===== config.mk =====
export PLATFORM = sky130hd
export DESIGN_NAME = fmpc_top
export DESIGN_NICKNAME = d
export VERILOG_FILES = /design/src/fmpc_pkg.sv /design/src/fmpc_top.sv /design/src/fmpc_sync.sv /design/src/fmpc_fifo.sv
export SDC_FILE = /design/constraint.sdc
export NUM_CORES = 1
export LEC_CHECK = 0
export BUFFER_PORTS_ARGS = -buffer_cell sky130_fd_sc_hd__buf_2
export CORE_ASPECT_RATIO = 2
export CORE_MARGIN = 1
export CORE_UTILIZATION = 48
export DETAILED_ROUTE_END_ITERATION = 8
export GPL_TIMING_DRIVEN = 0
export PLACE_DENSITY = 0.65
export SLEW_MARGIN = 20
export SYNTH_ARGS = -nofsm -noshare
export SYNTH_HDL_FRONTEND = slang
export SYNTH_SLANG_ARGS = --single-unit

===== constraint.sdc =====
create_clock -name sys_clk -period 6 [get_ports sys_clk]
set_clock_uncertainty 0.05 [all_clocks]
set_input_delay 0.6 -clock sys_clk [delete_from_list [all_inputs] [get_ports sys_clk]]
set_output_delay 0.6 -clock sys_clk [all_outputs]
set_load 0.01 [all_outputs]

===== src/fmpc_pkg.sv =====
// constants and types shared by the rate measurement and parity concealment block
package fmpc_pkg;

    // ****************************************
    // clock and reference
    // ****************************************
    localparam int CLK_PERIOD_NS = 25;
    localparam int REF_HZ = 24_576_000;

    // ****************************************
    // rate windows, in hertz
    // ****************************************
    localparam int RATE32_LO_HZ = 31_200;
    localparam int RATE32_HI_HZ = 32_800;
    localparam int RATE44_LO_HZ = 43_000;
    localparam int RATE44_HI_HZ = 45_200;
    localparam int RATE48_LO_HZ = 46_800;
    localparam int RATE48_HI_HZ = 49_200;

    // ****************************************
    // measurement window and count bounds
    // ****************************************
    localparam int MEAS_FRAMES = 8;
    localparam int FRAME_W = 3;
    localparam int CNT_W = 13;
    localparam int MEAS_REF = MEAS_FRAMES * REF_HZ;
    // higher rate gives fewer reference edges: low bound from the high rate, rounded up
    localparam logic [CNT_W-1:0] C32_MIN = CNT_W'((MEAS_REF + RATE32_HI_HZ - 1) / RATE32_HI_HZ);
    localparam logic [CNT_W-1:0] C32_MAX = CNT_W'(MEAS_REF / RATE32_LO_HZ);
    localparam logic [CNT_W-1:0] C44_MIN = CNT_W'((MEAS_REF + RATE44_HI_HZ - 1) / RATE44_HI_HZ);
    localparam logic [CNT_W-1:0] C44_MAX = CNT_W'(MEAS_REF / RATE44_LO_HZ);
    localparam logic [CNT_W-1:0] C48_MIN = CNT_W'((MEAS_REF + RATE48_HI_HZ - 1) / RATE48_HI_HZ);
    localparam logic [CNT_W-1:0] C48_MAX = CNT_W'(MEAS_REF / RATE48_LO_HZ);

    // ****************************************
    // rate codes, upper bit first
    // ****************************************
    localparam logic [1:0] CODE_RESET = 2'h0;
    localparam logic [1:0] CODE_32 = 2'h3;
    localparam logic [1:0] CODE_44 = 2'h0;
    localparam logic [1:0] CODE_48 = 2'h1;
    localparam logic [1:0] CODE_BAD = 2'h2;

    // ****************************************
    // timing
    // ****************************************
    localparam int REF_LOSS_NS = 1000;
    localparam int IDLE_W = 6;
    localparam logic [IDLE_W-1:0] REF_LOSS_CYC =
        IDLE_W'((REF_LOSS_NS + CLK_PERIOD_NS - 1) / CLK_PERIOD_NS);
    localparam int JUMP_TOL_NS = 400;
    localparam int PERIOD_W = 12;
    localparam logic [PERIOD_W-1:0] JUMP_TOL_CYC = PERIOD_W'(JUMP_TOL_NS / CLK_PERIOD_NS);
    localparam int LOCK_FRAMES = 16;

    // ****************************************
    // subframe layout
    // ****************************************
    localparam int PAR_LO = 4;
    localparam int PAR_HI = 31;
    localparam int SMP_LO = 4;
    localparam int SMP_HI = 27;
    localparam int SMP_W = 24;
    localparam int FIFO_DEPTH = 8;

    typedef enum logic [1:0] {MEAS_IDLE, MEAS_RUN, MEAS_HOLD} fmpc_meas_t;

endpackage


===== src/fmpc_top.sv =====
// sampling-rate measurement, lock supervision and parity concealment
// Summary of operation
// - a PCM sample with a parity error is replaced by the last good sample of its channel.
// - a non-PCM sample (channel-status bit 1 set) passes through even with a parity error.
// - a fast or abrupt change of the frame period drops the lock state.
// - the rate is counted against a 24.576 MHz reference that the board must supply.
// - with the reference tied low no measurement is made.
// - the result is a plain reference edge count, so reference error scales it and the ranges.
// - the rate code comes only from the measured count, never from channel-status rate bits.
// - the result leaves the block as a two-bit code on two output pins.
// - code 11 means 31.2-32.8 kHz, 00 means 43-45.2 kHz and 01 means 46.8-49.2 kHz.
// - code 10 is shown while unlocked with a live reference, or locked with a rate in no range.
// - without any reference since reset the code stays at 00.
// - a stopped reference freezes the last code and measuring resumes when it returns.
// - a computed code is held until the next result, a loss of lock or reset.
// - the error output is the OR of unlocked state and a detected parity error.
// - biphase violations, bad frame lengths or missing preambles drop the lock state.
module fmpc_top import fmpc_pkg::*; #(
    parameter int LOCK_GOOD = LOCK_FRAMES,
    parameter int DEPTH = FIFO_DEPTH
) (
    // clock and reset
    input wire logic sys_clk,
    input wire logic rst,
    input wire logic ce,
    // decoder line events
    input wire logic biphase_err,
    input wire logic frame_len_err,
    input wire logic preamble_miss,
    input wire logic frame_tick,
    // decoded subframes
    input wire logic sub_valid,
    output logic sub_ready,
    input wire logic [31:0] sub_word,
    input wire logic sub_chan,
    input wire logic cs_nonpcm,
    // reference pin
    input wire logic ref_osc_in,
    // processed samples
    output logic smp_valid,
    input wire logic smp_ready,
    output logic [SMP_W-1:0] smp_data,
    output logic smp_chan,
    // status pins
    output logic rate_code_hi,
    output logic rate_code_lo,
    output logic unlocked,
    output logic error_out
);
    localparam int GOOD_W = $clog2(LOCK_GOOD + 1);

    generate
        if (LOCK_GOOD < 1 || DEPTH < 2) begin : g_bad_param
            $error("lock frame count must be at least one and depth at least two");
        end
    endgenerate

    // ****************************************
    // reference sampling and presence
    // ****************************************
    logic ref_s;
    logic ref_d_r;
    logic ref_rise;
    logic [IDLE_W-1:0] ref_idle_r;
    logic ref_live;

    fmpc_sync #(.W(1)) u_ref_sync (
        .sys_clk(sys_clk),
        .rst(rst),
        .ce(ce),
        .async_in(ref_osc_in),
        .sync_out(ref_s)
    );

    assign ref_rise = ref_s && !ref_d_r;
    // idle counter starts saturated, so nothing counts until a first edge
    assign ref_live = ref_idle_r < REF_LOSS_CYC;

    always_ff @(posedge sys_clk or posedge rst) begin
        if (rst) begin
            ref_d_r <= 1'b0;
            ref_idle_r <= REF_LOSS_CYC;
        end else if (ce) begin
            ref_d_r <= ref_s;
            if (ref_rise) begin
                ref_idle_r <= '0;
            end else if (ref_live) begin
                ref_idle_r <= ref_idle_r + IDLE_W'(1);
            end
        end
    end

    // ****************************************
    // frame period and lock state
    // ****************************************
    logic [PERIOD_W-1:0] period_r;
    logic [PERIOD_W-1:0] prev_period_r;
    logic [PERIOD_W-1:0] period_diff;
    logic have_period_r;
    logic rate_jump;
    logic line_fault;
    logic [GOOD_W-1:0] good_r;

    assign period_diff = (period_r > prev_period_r) ? period_r - prev_period_r
                                                     : prev_period_r - period_r;
    assign rate_jump = frame_tick && have_period_r && period_diff > JUMP_TOL_CYC;
    assign line_fault = biphase_err || frame_len_err || preamble_miss || rate_jump;

    always_ff @(posedge sys_clk or posedge rst) begin
        if (rst) begin
            period_r <= '0;
            prev_period_r <= '0;
            have_period_r <= 1'b0;
        end else if (ce) begin
            if (frame_tick) begin
                period_r <= PERIOD_W'(1);
                prev_period_r <= period_r;
                have_period_r <= 1'b1;
            end else if (period_r != '1) begin
                period_r <= period_r + PERIOD_W'(1);
            end
        end
    end

    // any fault drops lock at once; a run of clean frames regains it
    always_ff @(posedge sys_clk or posedge rst) begin
        if (rst) begin
            unlocked <= 1'b1;
            good_r <= '0;
        end else if (ce) begin
            if (line_fault) begin
                unlocked <= 1'b1;
                good_r <= '0;
            end else if (frame_tick && unlocked) begin
                if (good_r == GOOD_W'(LOCK_GOOD - 1)) begin
                    unlocked <= 1'b0;
                    good_r <= '0;
                end else begin
                    good_r <= good_r + GOOD_W'(1);
                end
            end
        end
    end

    // ****************************************
    // rate measurement
    // ****************************************
    fmpc_meas_t meas_r;
    logic [CNT_W-1:0] ref_cnt_r;
    logic [FRAME_W-1:0] frames_r;
    logic win_done;
    logic [1:0] code_r;
    logic [1:0] code_meas;

    assign win_done = meas_r == MEAS_RUN && frame_tick && ref_live && !unlocked
        && frames_r == FRAME_W'(MEAS_FRAMES - 1);

    // only the measured edge count picks the code, channel-status rate bits are not looked at
    always_comb begin
        if (ref_cnt_r >= C32_MIN && ref_cnt_r <= C32_MAX) begin
            code_meas = CODE_32;
        end else if (ref_cnt_r >= C44_MIN && ref_cnt_r <= C44_MAX) begin
            code_meas = CODE_44;
        end else if (ref_cnt_r >= C48_MIN && ref_cnt_r <= C48_MAX) begin
            code_meas = CODE_48;
        end else begin
            code_meas = CODE_BAD;
        end
    end

    always_ff @(posedge sys_clk or posedge rst) begin
        if (rst) begin
            meas_r <= MEAS_IDLE;
            ref_cnt_r <= '0;
            frames_r <= '0;
        end else if (ce) begin
            unique case (meas_r)
                MEAS_IDLE: begin
                    // windows start on a frame boundary with lock and a live reference
                    ref_cnt_r <= '0;
                    frames_r <= '0;
                    if (frame_tick && !unlocked && ref_live) begin
                        meas_r <= MEAS_RUN;
                    end
                end
                MEAS_RUN: begin
                    if (!ref_live) begin
                        meas_r <= MEAS_HOLD;
                    end else if (unlocked) begin
                        meas_r <= MEAS_IDLE;
                    end else if (win_done) begin
                        ref_cnt_r <= CNT_W'(ref_rise);
                        frames_r <= '0;
                    end else begin
                        // plain reference edge count: reference error shifts it one to one
                        if (ref_rise && ref_cnt_r != '1) begin
                            ref_cnt_r <= ref_cnt_r + CNT_W'(1);
                        end
                        if (frame_tick) begin
                            frames_r <= frames_r + FRAME_W'(1);
                        end
                    end
                end
                MEAS_HOLD: begin
                    if (ref_live) begin
                        meas_r <= MEAS_IDLE;
                    end
                end
            endcase
        end
    end

    // code changes only with a live reference, so it freezes without one
    always_ff @(posedge sys_clk or posedge rst) begin
        if (rst) begin
            code_r <= CODE_RESET;
        end else if (ce && ref_live) begin
            if (unlocked) begin
                code_r <= CODE_BAD;
            end else if (win_done) begin
                code_r <= code_meas;
            end
        end
    end

    assign rate_code_hi = code_r[1];
    assign rate_code_lo = code_r[0];

    // ****************************************
    // parity check and concealment
    // ****************************************
    logic accept;
    logic par_bad;
    logic [SMP_W-1:0] smp_in;
    logic [SMP_W-1:0] prev_r [2];
    logic [SMP_W:0] wr_data;
    logic par_flag_r;
    logic fifo_valid;
    logic fifo_take;
    logic [SMP_W:0] fifo_data;

    assign accept = sub_valid && sub_ready;
    assign par_bad = ^sub_word[PAR_HI:PAR_LO];
    assign smp_in = sub_word[SMP_HI:SMP_LO];

    always_comb begin
        wr_data = {sub_chan, smp_in};
        if (par_bad && !cs_nonpcm) begin
            wr_data = {sub_chan, prev_r[sub_chan]};
        end
    end

    // a bad sample never becomes the substitute for the next one
    always_ff @(posedge sys_clk or posedge rst) begin
        if (rst) begin
            prev_r[0] <= '0;
            prev_r[1] <= '0;
        end else if (ce && accept && !par_bad) begin
            prev_r[sub_chan] <= smp_in;
        end
    end

    // a new parity event in the clearing cycle keeps the flag set
    always_ff @(posedge sys_clk or posedge rst) begin
        if (rst) begin
            par_flag_r <= 1'b0;
        end else if (ce) begin
            if (accept && par_bad) begin
                par_flag_r <= 1'b1;
            end else if (frame_tick) begin
                par_flag_r <= 1'b0;
            end
        end
    end

    always_ff @(posedge sys_clk or posedge rst) begin
        if (rst) begin
            error_out <= 1'b1;
        end else if (ce) begin
            error_out <= unlocked || par_flag_r;
        end
    end

    // ****************************************
    // sample buffer and output register
    // ****************************************
    assign fifo_take = !smp_valid || smp_ready;

    fmpc_fifo #(.W(SMP_W + 1), .DEPTH(DEPTH)) u_fifo (
        .sys_clk(sys_clk),
        .rst(rst),
        .ce(ce),
        .in_valid(sub_valid),
        .in_ready(sub_ready),
        .in_data(wr_data),
        .out_valid(fifo_valid),
        .out_ready(fifo_take),
        .out_data(fifo_data)
    );

    always_ff @(posedge sys_clk or posedge rst) begin
        if (rst) begin
            smp_valid <= 1'b0;
            smp_data <= '0;
            smp_chan <= 1'b0;
        end else if (ce && fifo_take) begin
            smp_valid <= fifo_valid;
            if (fifo_valid) begin
                smp_data <= fifo_data[SMP_W-1:0];
                smp_chan <= fifo_data[SMP_W];
            end
        end
    end
endmodule


===== src/fmpc_sync.sv =====
// two flip-flop synchroniser for pin-level inputs
module fmpc_sync import fmpc_pkg::*; #(
    parameter int W = 1
) (
    // clock and reset
    input wire logic sys_clk,
    input wire logic rst,
    input wire logic ce,
    // levels
    input wire logic [W-1:0] async_in,
    output logic [W-1:0] sync_out
);
    logic [W-1:0] meta_r;

    always_ff @(posedge sys_clk or posedge rst) begin
        if (rst) begin
            meta_r <= '0;
            sync_out <= '0;
        end else if (ce) begin
            meta_r <= async_in;
            sync_out <= meta_r;
        end
    end
endmodule


===== src/fmpc_fifo.sv =====
// flip-flop FIFO with valid/ready on both sides and registered flags
module fmpc_fifo import fmpc_pkg::*; #(
    parameter int W = SMP_W + 1,
    parameter int DEPTH = FIFO_DEPTH
) (
    // clock and reset
    input wire logic sys_clk,
    input wire logic rst,
    input wire logic ce,
    // fill side
    input wire logic in_valid,
    output logic in_ready,
    input wire logic [W-1:0] in_data,
    // drain side
    output logic out_valid,
    input wire logic out_ready,
    output logic [W-1:0] out_data
);
    localparam int AW = $clog2(DEPTH);

    generate
        if (DEPTH < 2 || (1 << AW) != DEPTH) begin : g_bad_depth
            $error("fifo depth must be a power of two, at least two");
        end
    endgenerate

    logic [W-1:0] mem_r [DEPTH];
    logic [AW-1:0] wr_idx_r;
    logic [AW-1:0] rd_idx_r;
    logic [AW:0] count_r;
    logic [AW:0] count_nxt;
    logic push;
    logic pop;

    assign push = in_valid && in_ready;
    assign pop = out_valid && out_ready;
    assign out_data = mem_r[rd_idx_r];

    always_comb begin
        count_nxt = count_r;
        if (push && !pop) begin
            count_nxt = count_r + (AW+1)'(1);
        end else if (pop && !push) begin
            count_nxt = count_r - (AW+1)'(1);
        end
    end

    always_ff @(posedge sys_clk) begin
        if (ce && push) begin
            mem_r[wr_idx_r] <= in_data;
        end
    end

    always_ff @(posedge sys_clk or posedge rst) begin
        if (rst) begin
            wr_idx_r <= '0;
            rd_idx_r <= '0;
            count_r <= '0;
            in_ready <= 1'b1;
            out_valid <= 1'b0;
        end else if (ce) begin
            if (push) begin
                wr_idx_r <= wr_idx_r + AW'(1);
            end
            if (pop) begin
                rd_idx_r <= rd_idx_r + AW'(1);
            end
            count_r <= count_nxt;
            in_ready <= count_nxt != (AW+1)'(DEPTH);
            out_valid <= count_nxt != '0;
        end
    end
endmodule


=== Word level (Yosys, flattened, before mapping) ===
Memory sizes are Yosys's and may differ from the RTL's. A register that Yosys moved wholly into a read port is not among the register bits.
Index checks and enable logic that the tools add are counted.

* Register bits after elaboration: 123
* RAM bits: 200
* Output and inout port bits: 31
* Word-level logic and storage cells: 165
* Memories kept: 1

* Add/subtract/negate cells: 11
* Magnitude comparators: 11
* Eq/ne operators: 14
* Mux-type cells: 44
* Bitwise logic cells: 1
* Reductions and logical operators: 60

{| class="wikitable"
|+ Memory list
! name !! words !! width !! rd ports !! clocked after Yosys merged registers in !! wr ports !! line !! text
|-
| u_fifo.mem_r || 8 || 25 || 1 || 1 || 1 || fmpc_fifo.sv:27 || <nowiki>logic [W-1:0] mem_r [DEPTH];</nowiki>
|}

{| class="wikitable"
|+ Operators by type and width
! cell !! number
|-
| $mux 24 || 5
|-
| $mux 13 || 4
|-
| $bwmux 48 || 1
|-
| $le 13x13->1 const B || 3
|-
| $mux 12 || 3
|-
| $reduce_xor 28->1 || 1
|-
| $ge 13x13->1 const B || 2
|-
| $pmux 13 s2 || 1
|-
| $logic_and 1x1->1 || 25
|-
| $demux 24 s1 || 1
|-
| $sub 12x12->12 || 2
|-
| $mux 2 || 9
|-
| $reduce_and 2->1 || 9
|-
| $mux 5 || 3
|-
| $reduce_bool 2->1 || 7
|-
| $add 13x1->13 const B || 1
|-
| $ge 13x12->1 const B || 1
|-
| $ne 13x13->1 const B || 1
|-
| $add 12x1->12 const B || 1
|-
| $gt 12x12->1 || 1
|-
| $gt 12x5->1 const B || 1
|-
| $mux 3 || 4
|-
| $mux 6 || 2
|-
| $ne 12x12->1 const B || 1
|-
| other kinds (28) || 52
|}

=== Logic depth before layout (Yosys ltp) ===
Gate-level depths: netlist of the first run.

* Depth in word-level cells: 9
* Mapped depth: 12

=== By module ===
A second synthesis of the first run with hierarchy kept.

* Cells, all modules: 1,161
* Area, all modules: 16,160.5 µm²

{| class="wikitable"
|+ Modules (own cells, without submodules)
! module !! instances !! cells each !! area each (µm²) !! sequential area each (µm²)
|-
| fmpc_fifo || 1 || 366 || 8,194.1 || 6,307.3
|-
| fmpc_top || 1 || 790 || 7,890.1 || 3,358.2
|-
| fmpc_sync || 1 || 5 || 76.3 || 50.0
|}

=== Least setup slack after synthesis of the first run ===
No wires, ideal clock.

* Path kind: input to register
* Start: in sub_valid
* End: mem u_fifo.mem_r[0][0] (netlist name), enable pin
* Arrival: 2,803 ps
* Required time: 5,512 ps
* Slack: 2,709 ps
* Stages: 4
* Buffers on the path: 1
* Cells stage by stage: and3_1 clkbuf_1 nand2b_1 nor3_1

* Word-level cells in the longest chain between the ends: 4

{| class="wikitable"
|+ Ends and longest elaborated chain
! element !! line !! text
|-
| start, declared || fmpc_top.sv:32 || <nowiki>input wire logic sub_valid,</nowiki>
|-
| $logic_and 1x1->1 || fmpc_fifo.sv:35 || <nowiki>assign push = in_valid && in_ready;</nowiki>
|-
| $logic_and 1x1->1 || fmpc_fifo.sv:49 || <nowiki>if (ce && push) begin</nowiki>
|-
| $mux 1 || fmpc_fifo.sv:49 ||
|-
| $mux 1 (implied by the code) || fmpc_fifo.sv:50 || <nowiki>mem_r[wr_idx_r] <= in_data;</nowiki>
|-
| end, declared || fmpc_fifo.sv:27 ||
|}

No other way between the ends.

=== Worst setup path after layout of the first run ===
* Start: reg period_r[0]
* End: reg good_r[2]

* Word-level cells in the longest chain between the ends: 7
* Elaborated cells on any way between the ends: 10
* Those cells by class: add/sub: 2; order compare: 2; mux: 2; reduce/logical: 4

{| class="wikitable"
|+ Ends and longest elaborated chain
! element !! line !! text
|-
| start, declared || fmpc_top.sv:96 || <nowiki>logic [PERIOD_W-1:0] period_r;</nowiki>
|-
| start signal, assigned || fmpc_top.sv:120 || <nowiki>period_r <= period_r + PERIOD_W'(1);</nowiki>
|-
| $sub 12x12->12, or another cell as far along || fmpc_top.sv:105 || <nowiki>: prev_period_r - period_r;</nowiki>
|-
| $mux 12 (*) || fmpc_top.sv:104 || <nowiki>assign period_diff = (period_r > prev_period_r) ? period_r - prev_period_r</nowiki>
|-
| $gt 12x5->1 (*) || fmpc_top.sv:106 || <nowiki>assign rate_jump = frame_tick && have_period_r && period_diff > JUMP_TOL_CYC;</nowiki>
|-
| $logic_and 1x1->1 (*) || fmpc_top.sv:106 ||
|-
| $logic_or 1x1->1 (*) || fmpc_top.sv:107 || <nowiki>assign line_fault = biphase_err || frame_len_err || preamble_miss || rate_jump;</nowiki>
|-
| $reduce_bool 2->1 (no line) || - ||
|-
| $reduce_and 2->1 (no line) || - ||
|-
| end signal, assigned || fmpc_top.sv:139 || <nowiki>good_r <= good_r + GOOD_W'(1);</nowiki>
|-
| end, declared || fmpc_top.sv:102 || <nowiki>logic [GOOD_W-1:0] good_r;</nowiki>
|}

Every way passes the cells marked *; elsewhere a longest branch is shown, timed or not.
A chain may end at the register's enable or synchronous reset.

==> results of run 1 <==
## power groups by stage
stage                     Sequential, mW  Clock (mW)  Combinational [mW]
after floorplan                     3.57           0                1.85
after global placement              3.58           0                2.57
after detailed placement            3.60           0                2.71
after CTS                           3.55        2.09                2.72
after global routing                3.61        2.17                2.94
final                               3.55        2.03                2.67
## flip-flops by register name, summed over array words and instances (netlist names), 3 cells and up
signal,flops
ref_cnt_r,13
ref_idle_r,6
period_r,12
prev_r,48
u_fifo.wr_idx_r,3
u_fifo.rd_idx_r,3
prev_period_r,12
u_fifo.mem_r,200
u_fifo.count_r,4
good_r,5
frames_r,3
smp_data,24
## through the flow
stage          std cells  instance area (um^2)  TNS (ns)  hold WS (ns)  power [mW]
3_3_place_gp        1710                 16900    -94.65         0.410        6.15
6_report            1787                 18300         0        0.0121        8.26
5_1_grt             1787                 18300         0        0.0474        8.72
4_1_cts             1787                 18300         0        0.0212        8.36
3_5_place_dp        1725                 17200         0         0.418        6.31
2_1_floorplan       1208                 16000         0         0.401        5.43
## metal layers
metal,track usage (%),up-vias
li1,-,4692
met1,23.1,5006
met2,42.5,232
met3,3.21,93
met4,8.72,0
met5,0,-
## layout make-up
type                       count  area (um^2)
inverter                      49          191
tap                          432          541
fill                        2712        14600
timing repair buffer          85          614
clock buffer                  43          926
sequential                   348         9720
clock inverter                19          136
multi-input combinational    757         5910
buffer                        54          221
## how the worst max path moves through the flow
stage / start / end / slack (ns) / cells past startpoint
after floorplan: rst / code_r[0] / 1.38 / 1
after global placement: rst / smp_data[21] / -0.69 / 2
after detailed placement: sub_word[25] / u_fifo.mem_r[1][20] / 1.98 / 10
after CTS: sub_word[25] / u_fifo.mem_r[3][17] / 2.52 / 10
after global routing: period_r[1] / good_r[3] / 2.14 / 11
final: period_r[0] / good_r[2] / 2.51 / 12
## synthesized netlist by cell type, drive strengths merged, types with 4 or more instances
master,instances,share of area (%)
edfxtp,200,38
dfrtp,143,22
nand2,102,2.4
o21ai,89,2.8
nor2,79,1.9
a21oi,69,2.2
mux2,53,3.8
mux2i,50,3.1
mux4,50,7.0
inv,49,1.2
xnor2,40,2.2
ha,38,3.0
clkbuf,34,0.80
nand3,24,0.75
buf,20,0.59
nor3,17,0.53
xor2,16,0.88
nand4,14,0.59
or3,12,0.47
nand2b,10,0.39
and3,9,0.35
a21o,6,0.28
o21a,6,0.28
a211o,5,0.27
a22o,5,0.27
and2,5,0.20
dfstp,5,0.82
o31ai,5,0.24
a31oi,4,0.16
nor2b,4,0.16
## cell families (layout without fill, tap and decap cells)
group	after synthesis	after routing
adder cells (fa/ha/maj)	40	40
flip-flops	348	348
multiplexers	153	153
AND/OR/NAND/NOR	291	291
XOR/XNOR	56	56
buffers and inverters	103	250
AO/OA/AOI/OAI	217	217
==> reports/qor.csv, run 1 <==
stage,metric,value,unit
clock_tree,ctsHtreeMaxLevel,2,
sta,tightestPinTransition,1.01,ns
placement,place.gp.congestion,0.881,
worst_setup_path,critical-path-slowest-cell,dfrtp_1,
global_routing,antenna_violations_before_repair,1,
power,combinational_share_of_power,32.3,%
sta,slew_headroom,32.6,%
power,internal_power,5.54,mW
synthesis,syn_area,16000,um^2
floorplanning,floorplan.die.width,131,um
power,power.switching_fraction,33.0,%
clock_tree,postCtsHoldBufs,0,
synthesis,synthArstFlopShare,42.5,%
power,p_leak,7.08,nW
run,cap_viol_max_count,0,
sta,fmax,287,MHz
worst_setup_path,timing.critical_path.cells,inv_1 > ha_1 > fa_1 > nand2b_1 > a21oi_1 > o21ai_0 > a21oi_2 > mux2_4 > o41ai_2 > a41o_2 > nor2_1 > a211o_1,
clock_tree,cts.repair_timing.setup_buffer_count,0,
synthesis,ys_dominant_reg_cell,edfxtp_1,
detailed_routing,detail_route.wirelength,35300,um
global_routing,grt_pass1_wl,55700,um
clock_tree,cts_inserted_buffers,34,
worst_setup_path,worstReg2RegStart,period_r[0],
synthesis,synthDistinctLibCells,64,
synthesis,area_share_of_fa_ha_maj_cells_after_synthesis,3.23,%
synthesis,largest_family_of_logic_cells_by_synthesized_area,multiplexers,
detailed_routing,routed-via-count,10000,
cells_and_area,finish.utilization,55.6,%
detailed_routing,drt_pass1_iterations,7,
power,worst_ir_drop_vdd,0.000297,V
synthesis,yosys_register_bits,348,
clock_tree,cts_resized,0,
synthesis,ys_seq_area_share,60.8,%
detailed_routing,post-route-drc-count,0,
sta,report.final.slew_viol_count,0,
power,power_frac_seq,43.0,%
synthesis,count_of_flip_flops_with_a_built_in_enable_after_synthesis,200,
worst_setup_path,critical_path.endpoint_type,flop,
worst_setup_path,critical_path.n_buffers_inverters,1,
run_status,run_status,completed,
global_routing,groute.usage.overall,22.0,%
synthesis,muxShareOfSynthArea,13.9,%
floorplanning,pin_count,75,
clock_tree,clk_transition_reported_paths,0.06,ns
worst_setup_path,rrSetupSlack,2.51,ns
floorplanning,floorplan.die_area,34100,um^2
synthesis,syn_nets,1292,
sta,fin_ws,2.51,ns
detailed_routing,detailroute.wirelength.met3,1290,um
placement,portBuffers,70,
synthesis,synth-xor-area-share,3.07,%
cells_and_area,final_nets,1413,
clock_tree,clkSinkCount,348,
clock_tree,cts_buffer_depth,3,
worst_setup_path,required,6.35,ns
detailed_routing,routedWlPerCell,19.8,um
detailed_routing,detail_route.vias_per_cell,5.61,
power,power-per-cell-area,452,nW/um^2
synthesis,ys.warnings.count,0,
synthesis,compound_cell_area_share_of_the_yosys_netlist,8.01,%
detailed_routing,ant_nets,0,
sta,setup_repair_after_global_routing_missed_its_margin,false,
worst_setup_path,arrival,3.84,ns
worst_setup_path,worstRegToRegCells,12,
sta,fin_hold_viols,0,
global_routing,gr-total-overflow,0,
worst_setup_path,startpoint_type_of_the_worst_setup_path,flop,
placement,pre_cts_ws,1.98,ns
floorplanning,core-area,32800,um^2
clock_tree,clk_latency,0.53,ns
sta,fin_crit_sh,58.2,%
floorplanning,die_height,260,um
synthesis,cells_after_synthesis,1208,
clock_tree,clock_tree.root_cell,clkbuf_16,
global_routing,largest_net_degree_at_the_start_of_global_routing,95,
min_path,hold_path_class,primary input to async pin,
floorplanning,initial_core_util,48.7,%
cells_and_area,layout.cells.most_common,edfxtp_1,
clock_tree,tritoncts_clock_tree,built,
worst_setup_path,regToRegEndpoint,good_r[2],
power,share_clk_of_total_power,24.6,%
placement,dpl.hpwl,25600,um
detailed_routing,met2_length,20200,um
synthesis,post_synth.cell_area_avg,13.2,um^2
cells_and_area,flow.area_growth_from_synthesis,14.3,%
worst_setup_path,cp_slowest_stage_delay,0.44,ns
cells_and_area,layout-drive-gt1-share,20.4,%
detailed_routing,top_layer,met4,
worst_setup_path,worstPathMaxFanout,7,
cells_and_area,num_antenna_cells,0,
global_routing,grt_pass1_vias,10200,
detailed_routing,drt-initial-drc-count,658,
synthesis,post_synth_and_or_nand_nor_area_fraction,8.39,%
worst_setup_path,critical_path.top_delay_family,compound AO/OA/AOI/OAI gates,
detailed_routing,wl_met1,12600,um
sta,finalSetupViolCount,0,
power,power.switching,2.72,mW
cells_and_area,most-common-layout-cells,"200 x edfxtp_1, 143 x dfrtp_1, 102 x nand2_1",
worst_setup_path,worst-setup-path-type,flop to flop,
floorplanning,placement_rows,94,
sta,finalCriticalPeriod,3.49,ns
Note: power is estimated with default switching activity, not from simulation.
==> run 2: changes to the inputs <==
PLACE_DENSITY = 0.67   (was 0.65)
clock period = 2.8 ns   (was 6 ns; I/O delays follow)
==> reports/qor.csv, run 2 (synthesized netlist as in run 1, its figures left out) <==
stage,metric,value,unit
run_status,run_status,"finished, violations left",
run_status,violated_checks,setup timing,
sta,finalCriticalPeriod,3.02,ns
placement,dpl.hpwl,26200,um
cells_and_area,final_nets,1457,
detailed_routing,routedWlPerCell,20.4,um
sta,finalSetupViolCount,6,
power,p_leak,7.39,nW
placement,place.gp.congestion,0.861,
placement,post_dp_cell_area,17300,um^2
detailed_routing,drt_pass1_iterations,8,
cells_and_area,most-common-layout-cells,"200 x edfxtp_1, 140 x dfrtp_1, 102 x nand2_1",
cells_and_area,max_flop_register,u_fifo.mem_r,
sta,report.final.slew_viol_count,0,
detailed_routing,detail_route.wirelength,37200,um
global_routing,largest_net_degree_at_the_start_of_global_routing,35,
floorplanning,floorplan.die.width,131,um
clock_tree,clk_latency,0.58,ns
sta,fin_crit_sh,108,%
worst_setup_path,worst-setup-path-type,flop to flop,
global_routing,antenna_violations_before_repair,0,
floorplanning,core-area,32800,um^2
floorplanning,floorplan.die_area,34100,um^2
worst_setup_path,critical-path-slowest-cell,or4_1,
global_routing,groute.usage.overall,23.0,%
cells_and_area,multi_input_area,6310,um^2
clock_tree,clkSinkCount,348,
worst_setup_path,timing.critical_path.cells,inv_2 > ha_1 > nor2b_2 > o21ai_2 > nand2_1 > or4_1 > a31oi_1 > nand4_1 > a41o_4 > nor4_4 > a21o_1,
detailed_routing,detail_route.vias_per_cell,5.66,
worst_setup_path,arrival,3.49,ns
placement,portBuffers,70,
sta,hold_slack,0.140,ns
cells_and_area,layout-drive-gt1-share,26.3,%
sta,slew_headroom,31.7,%
run,cap_viol_max_count,0,
detailed_routing,post-route-drc-count,0,
detailed_routing,routed-via-count,10400,
floorplanning,initial_core_util,48.7,%
placement,pre_cts_ws,-0.890,ns
clock_tree,clock_tree.root_cell,clkbuf_16,
sta,fin_hold_viols,0,
clock_tree,ctsHtreeMaxLevel,1,
placement,placed_cells_incl_taps,1725,
power,worst_ir_drop_vdd,0.000642,V
cells_and_area,reg_top3,"u_fifo.mem_r: 200 flops, prev_r: 48 flops, smp_data: 24 flops",
detailed_routing,wl_met1,13400,um
detailed_routing,met2_length,21300,um
clock_tree,clk_transition_reported_paths,0.07,ns
sta,fin_ws,-0.215,ns
cells_and_area,final_cell_count_no_fill,1830,
worst_setup_path,cp_slowest_stage_delay,0.46,ns
min_path,hold_path_class,primary input to flop,
power,total_power_after_layout,18.5,mW
min_path,hold_path_depth,4,
detailed_routing,drt-initial-drc-count,576,
sta,setup_repair_after_global_routing_missed_its_margin,true,
global_routing,gr-total-overflow,0,
detailed_routing,top_layer,met4,
clock_tree,cts_buffer_depth,3,
sta,setup-tns-final,-0.790,ns
clock_tree,cts_inserted_buffers,31,
sta,tightestPinTransition,1.02,ns
detailed_routing,ant_nets,0,
cells_and_area,layout.cells.most_common,edfxtp_1,
cells_and_area,flow.area_growth_from_synthesis,20.0,%
cells_and_area,finish.utilization,58.4,%
cells_and_area,seqCellArea,9720,um^2
worst_setup_path,worstRegToRegCells,11,
sta,fmax,332,MHz
cells_and_area,largest_register_ffs,200,
cells_and_area,num-fill-cells,2636,
detailed_routing,detailroute.wirelength.met3,1210,um
worst_setup_path,critical_path.endpoint_type,flop,
worst_setup_path,required,3.27,ns
cells_and_area,finish.instance_area,19200,um^2
cells_and_area,num_antenna_cells,0,
floorplanning,die_height,260,um
worst_setup_path,startpoint_type_of_the_worst_setup_path,flop,
power,power-per-cell-area,964,nW/um^2
worst_setup_path,worstPathMaxFanout,7,
floorplanning,pin_count,75,
clock_tree,tritoncts_clock_tree,built,
floorplanning,placement_rows,94,
global_routing,grt_pass1_vias,10800,
global_routing,grt_pass1_wl,58400,um
run 2: cell count changes in the layout (fill, tap and decap cells not counted), sizes merged:
cell / delta
inv: -1
buf: +18
bufinv: +5
dlygate4sd3: +28
clkinv: -6
clkinvlp: +3
clkbuf: -4
run 2: final timing paths:
path	slack (ns)	start	to
min reg2reg	0.43	smp_chan	smp_chan
max reg2reg	-0.22	period_r[1]	good_r[3]
max	-0.22	period_r[1]	good_r[3]
max in group asynchronous	1.50	rst	period_r[6]
min in group asynchronous	0.21	rst	smp_data[11]
min	0.14	frame_tick	period_r[1]
run 2: where the power goes:
| group | switching (mW) | internal, mW |
|---|---|---|
| clock network | 1.90 | 2.52 |
| logic | 3.66 | 2.76 |
| registers | 0.555 | 7.07 |
| total | 6.12 | 12.3 |
run 2: timing repair:
| action | 4_1_cts | 5_1_grt |
|---|---|---|
| gates resized for setup | 59 | 45 |
| pin swaps | 15 | 11 |
| hold endpoints to repair | 112 | 0 |
| hold buffers | 28 | 0 |
| setup endpoints to repair | 184 | 220 |
| buffers inserted | 15 | 6 |
run 2: critical path: cells and delay by family (launching register included):
family,cells,cell delay (ns)
fa+ha+maj,1,0.26
buf+inv,1,0.10
simple gates,5,1.17
compound gates,4,0.93
flops,1,0.43
run 2: final cells by class:
cell class | instances | area share, %
clock buffer | 38 | 4.18
buffer | 52 | 1.27
tap | 432 | 2.82
inverter | 49 | 0.979
multi-input combinational | 757 | 32.9
timing repair buffer | 134 | 5.83
clock inverter | 20 | 1.31
sequential | 348 | 50.7
run 2: layer usage:
layer  track usage, %  vias up
li1                 -     4787
met1             24.8     5231
met2             44.3      258
met3             2.18       82
met4             9.55        0
met5                0        -
==> run 3: changes to the inputs <==
PLACE_DENSITY = default   (was 0.67)
clock period = 3.7 ns   (was 2.8 ns; I/O delays follow)
==> reports/qor.csv, run 3 (synthesized netlist as in run 1, its figures left out) <==
stage,metric,value,unit
cells_and_area,most-common-layout-cells,"200 x edfxtp_1, 143 x dfrtp_1, 102 x nand2_1",
worst_setup_path,required,4.15,ns
floorplanning,pin_count,75,
detailed_routing,detail_route.wirelength,36300,um
detailed_routing,ant_nets,0,
detailed_routing,routed-via-count,9915,
clock_tree,tritoncts_clock_tree,built,
detailed_routing,drt_pass1_iterations,6,
sta,fin_crit_sh,95.2,%
cells_and_area,finish.instance_area,18200,um^2
power,internal_power,8.94,mW
clock_tree,cts_buffer_depth,3,
sta,fin_hold_viols,0,
floorplanning,placement_rows,94,
detailed_routing,drt-initial-drc-count,551,
global_routing,grt_pass1_vias,10300,
floorplanning,die_height,260,um
sta,slew_headroom,33.3,%
global_routing,antenna_violations_before_repair,1,
power,power-per-cell-area,730,nW/um^2
power,worst_ir_drop_vdd,0.000609,V
clock_tree,clk_latency,0.56,ns
sta,finalCriticalPeriod,3.52,ns
global_routing,groute.usage.overall,22.4,%
run_status,run_status,completed,
worst_setup_path,worstPathMaxFanout,7,
power,total_power_after_layout,13.3,mW
power,share_clk_of_total_power,24.0,%
power,power.switching,4.36,mW
floorplanning,floorplan.die.width,131,um
detailed_routing,detail_route.vias_per_cell,5.55,
sta,finalSetupViolCount,0,
sta,hold_slack,0.0473,ns
min_path,hold_path_class,primary input to flop,
clock_tree,ctsHtreeMaxLevel,1,
floorplanning,initial_core_util,48.7,%
global_routing,gr-total-overflow,0,
sta,report.final.slew_viol_count,0,
placement,dpl.hpwl,26600,um
power,combinational_share_of_power,32.7,%
clock_tree,cts.repair_timing.setup_buffer_count,0,
clock_tree,clock_tree.root_cell,clkbuf_16,
sta,setup_repair_after_global_routing_missed_its_margin,false,
cells_and_area,layout-drive-gt1-share,20.0,%
floorplanning,core-area,32800,um^2
clock_tree,clkSinkCount,348,
cells_and_area,final_nets,1414,
cells_and_area,flow.area_growth_from_synthesis,14.1,%
clock_tree,cts_resized,0,
sta,tightestPinTransition,1.00,ns
clock_tree,clk_transition_reported_paths,0.07,ns
cells_and_area,largest_register_ffs,200,
power,p_leak,7.05,nW
worst_setup_path,arrival,3.98,ns
cells_and_area,reg_top3,"u_fifo.mem_r: 200 flops, prev_r: 48 flops, smp_data: 24 flops",
global_routing,largest_net_degree_at_the_start_of_global_routing,33,
global_routing,grt_pass1_wl,56700,um
worst_setup_path,worst-setup-path-type,flop to flop,
detailed_routing,post-route-drc-count,0,
worst_setup_path,startpoint_type_of_the_worst_setup_path,flop,
placement,post_dp_cell_area,17200,um^2
placement,portBuffers,70,
sta,fmax,284,MHz
clock_tree,cts_inserted_buffers,31,
detailed_routing,routedWlPerCell,20.3,um
power,power.switching_fraction,32.8,%
placement,place.gp.congestion,0.840,
clock_tree,postCtsHoldBufs,2,
floorplanning,floorplan.die_area,34100,um^2
cells_and_area,layout.cells.most_common,edfxtp_1,
cells_and_area,max_flop_register,u_fifo.mem_r,
worst_setup_path,critical_path.endpoint_type,flop,
run,cap_viol_max_count,0,
power,power_frac_seq,43.3,%
-- run 3: cell count changes in the layout (fill, tap and decap cells not counted), moves of 5 or more --
cell	before	now
dlygate4sd3_1	28	2
ha_1	31	38
o21ai_2	5	0
a21oi_1	41	68
a21oi_2	24	1
ha_4	5	0
o21ai_0	80	88
clkbuf_1	36	42
inv_1	42	48
inv_2	6	0
buf_4	21	5
-- run 3: worst paths after layout --
| path | from | to | slack [ns] | cells after the start |
|---|---|---|---|---|
| hold reg to reg | smp_data[2] | smp_data[2] | 0.43 | 2 |
| setup reg to reg | period_r[1] | good_r[3] | 0.18 | 11 |
| min in group asynchronous | rst | smp_data[7] | 0.36 | 3 |
| setup / recovery | period_r[1] | good_r[3] | 0.18 | 11 |
| max in group asynchronous | rst | prev_period_r[7] | 2.28 | 6 |
| hold / removal | smp_ready | smp_valid | 0.05 | 3 |
-- run 3: worst max-delay path, cell delays in order (launching register included) --
cell      delay, ns
dfrtp_1        0.46
inv_1          0.15
ha_1           0.33
nor2b_1        0.16
o21ai_0        0.42
a21boi_0       0.27
or3_1          0.36
a22oi_1        0.24
nand4_1        0.27
a41o_2         0.42
nor4_1         0.24
a21o_1         0.11
-- run 3: per-layer routing --
| layer | vias to the layer above | global-route usage [%] | part of all wire [%] |
|---|---|---|---|
| met2 | 207 | 44.5 | 58 |
| met3 | 58 | 2.08 | 2.8 |
| li1 | 4700 | - | - |
| met4 | 0 | 6.70 | 2.5 |
| met1 | 4950 | 24.0 | 36 |
| met5 | - | 0 | 0 |
-- run 3: power groups by stage --
stage	combinational, mW	sequential [mW]	clock (mW)
2_1_floorplan	3.01	5.79	0
3_3_place_gp	4.22	5.82	0
3_5_place_dp	4.44	5.84	0
4_1_cts	4.45	5.77	3.26
5_1_grt	4.81	5.86	3.40
6_report	4.35	5.76	3.19
-- run 3: final cells by class --
type | instances | area [um^2]
sequential | 348 | 9720
multi-input combinational | 757 | 5910
buffer | 54 | 221
timing repair buffer | 89 | 654
tap | 432 | 541
fill | 2770 | 14600
inverter | 49 | 188
clock inverter | 17 | 175
antenna | 1 | 2.50
clock buffer | 40 | 820
-- run 3: metrics by stage --
step,setup slack [ns],utilization [%],std cells,setup TNS (ns)
final,0.178,55.5,1787,0
after global routing,0.0431,55.5,1787,0
after CTS,0.230,55.5,1786,0
after detailed placement,0.0563,52.4,1727,0
after global placement,-1.81,51.4,1710,-117.39
after floorplan,0.418,-,1208,0
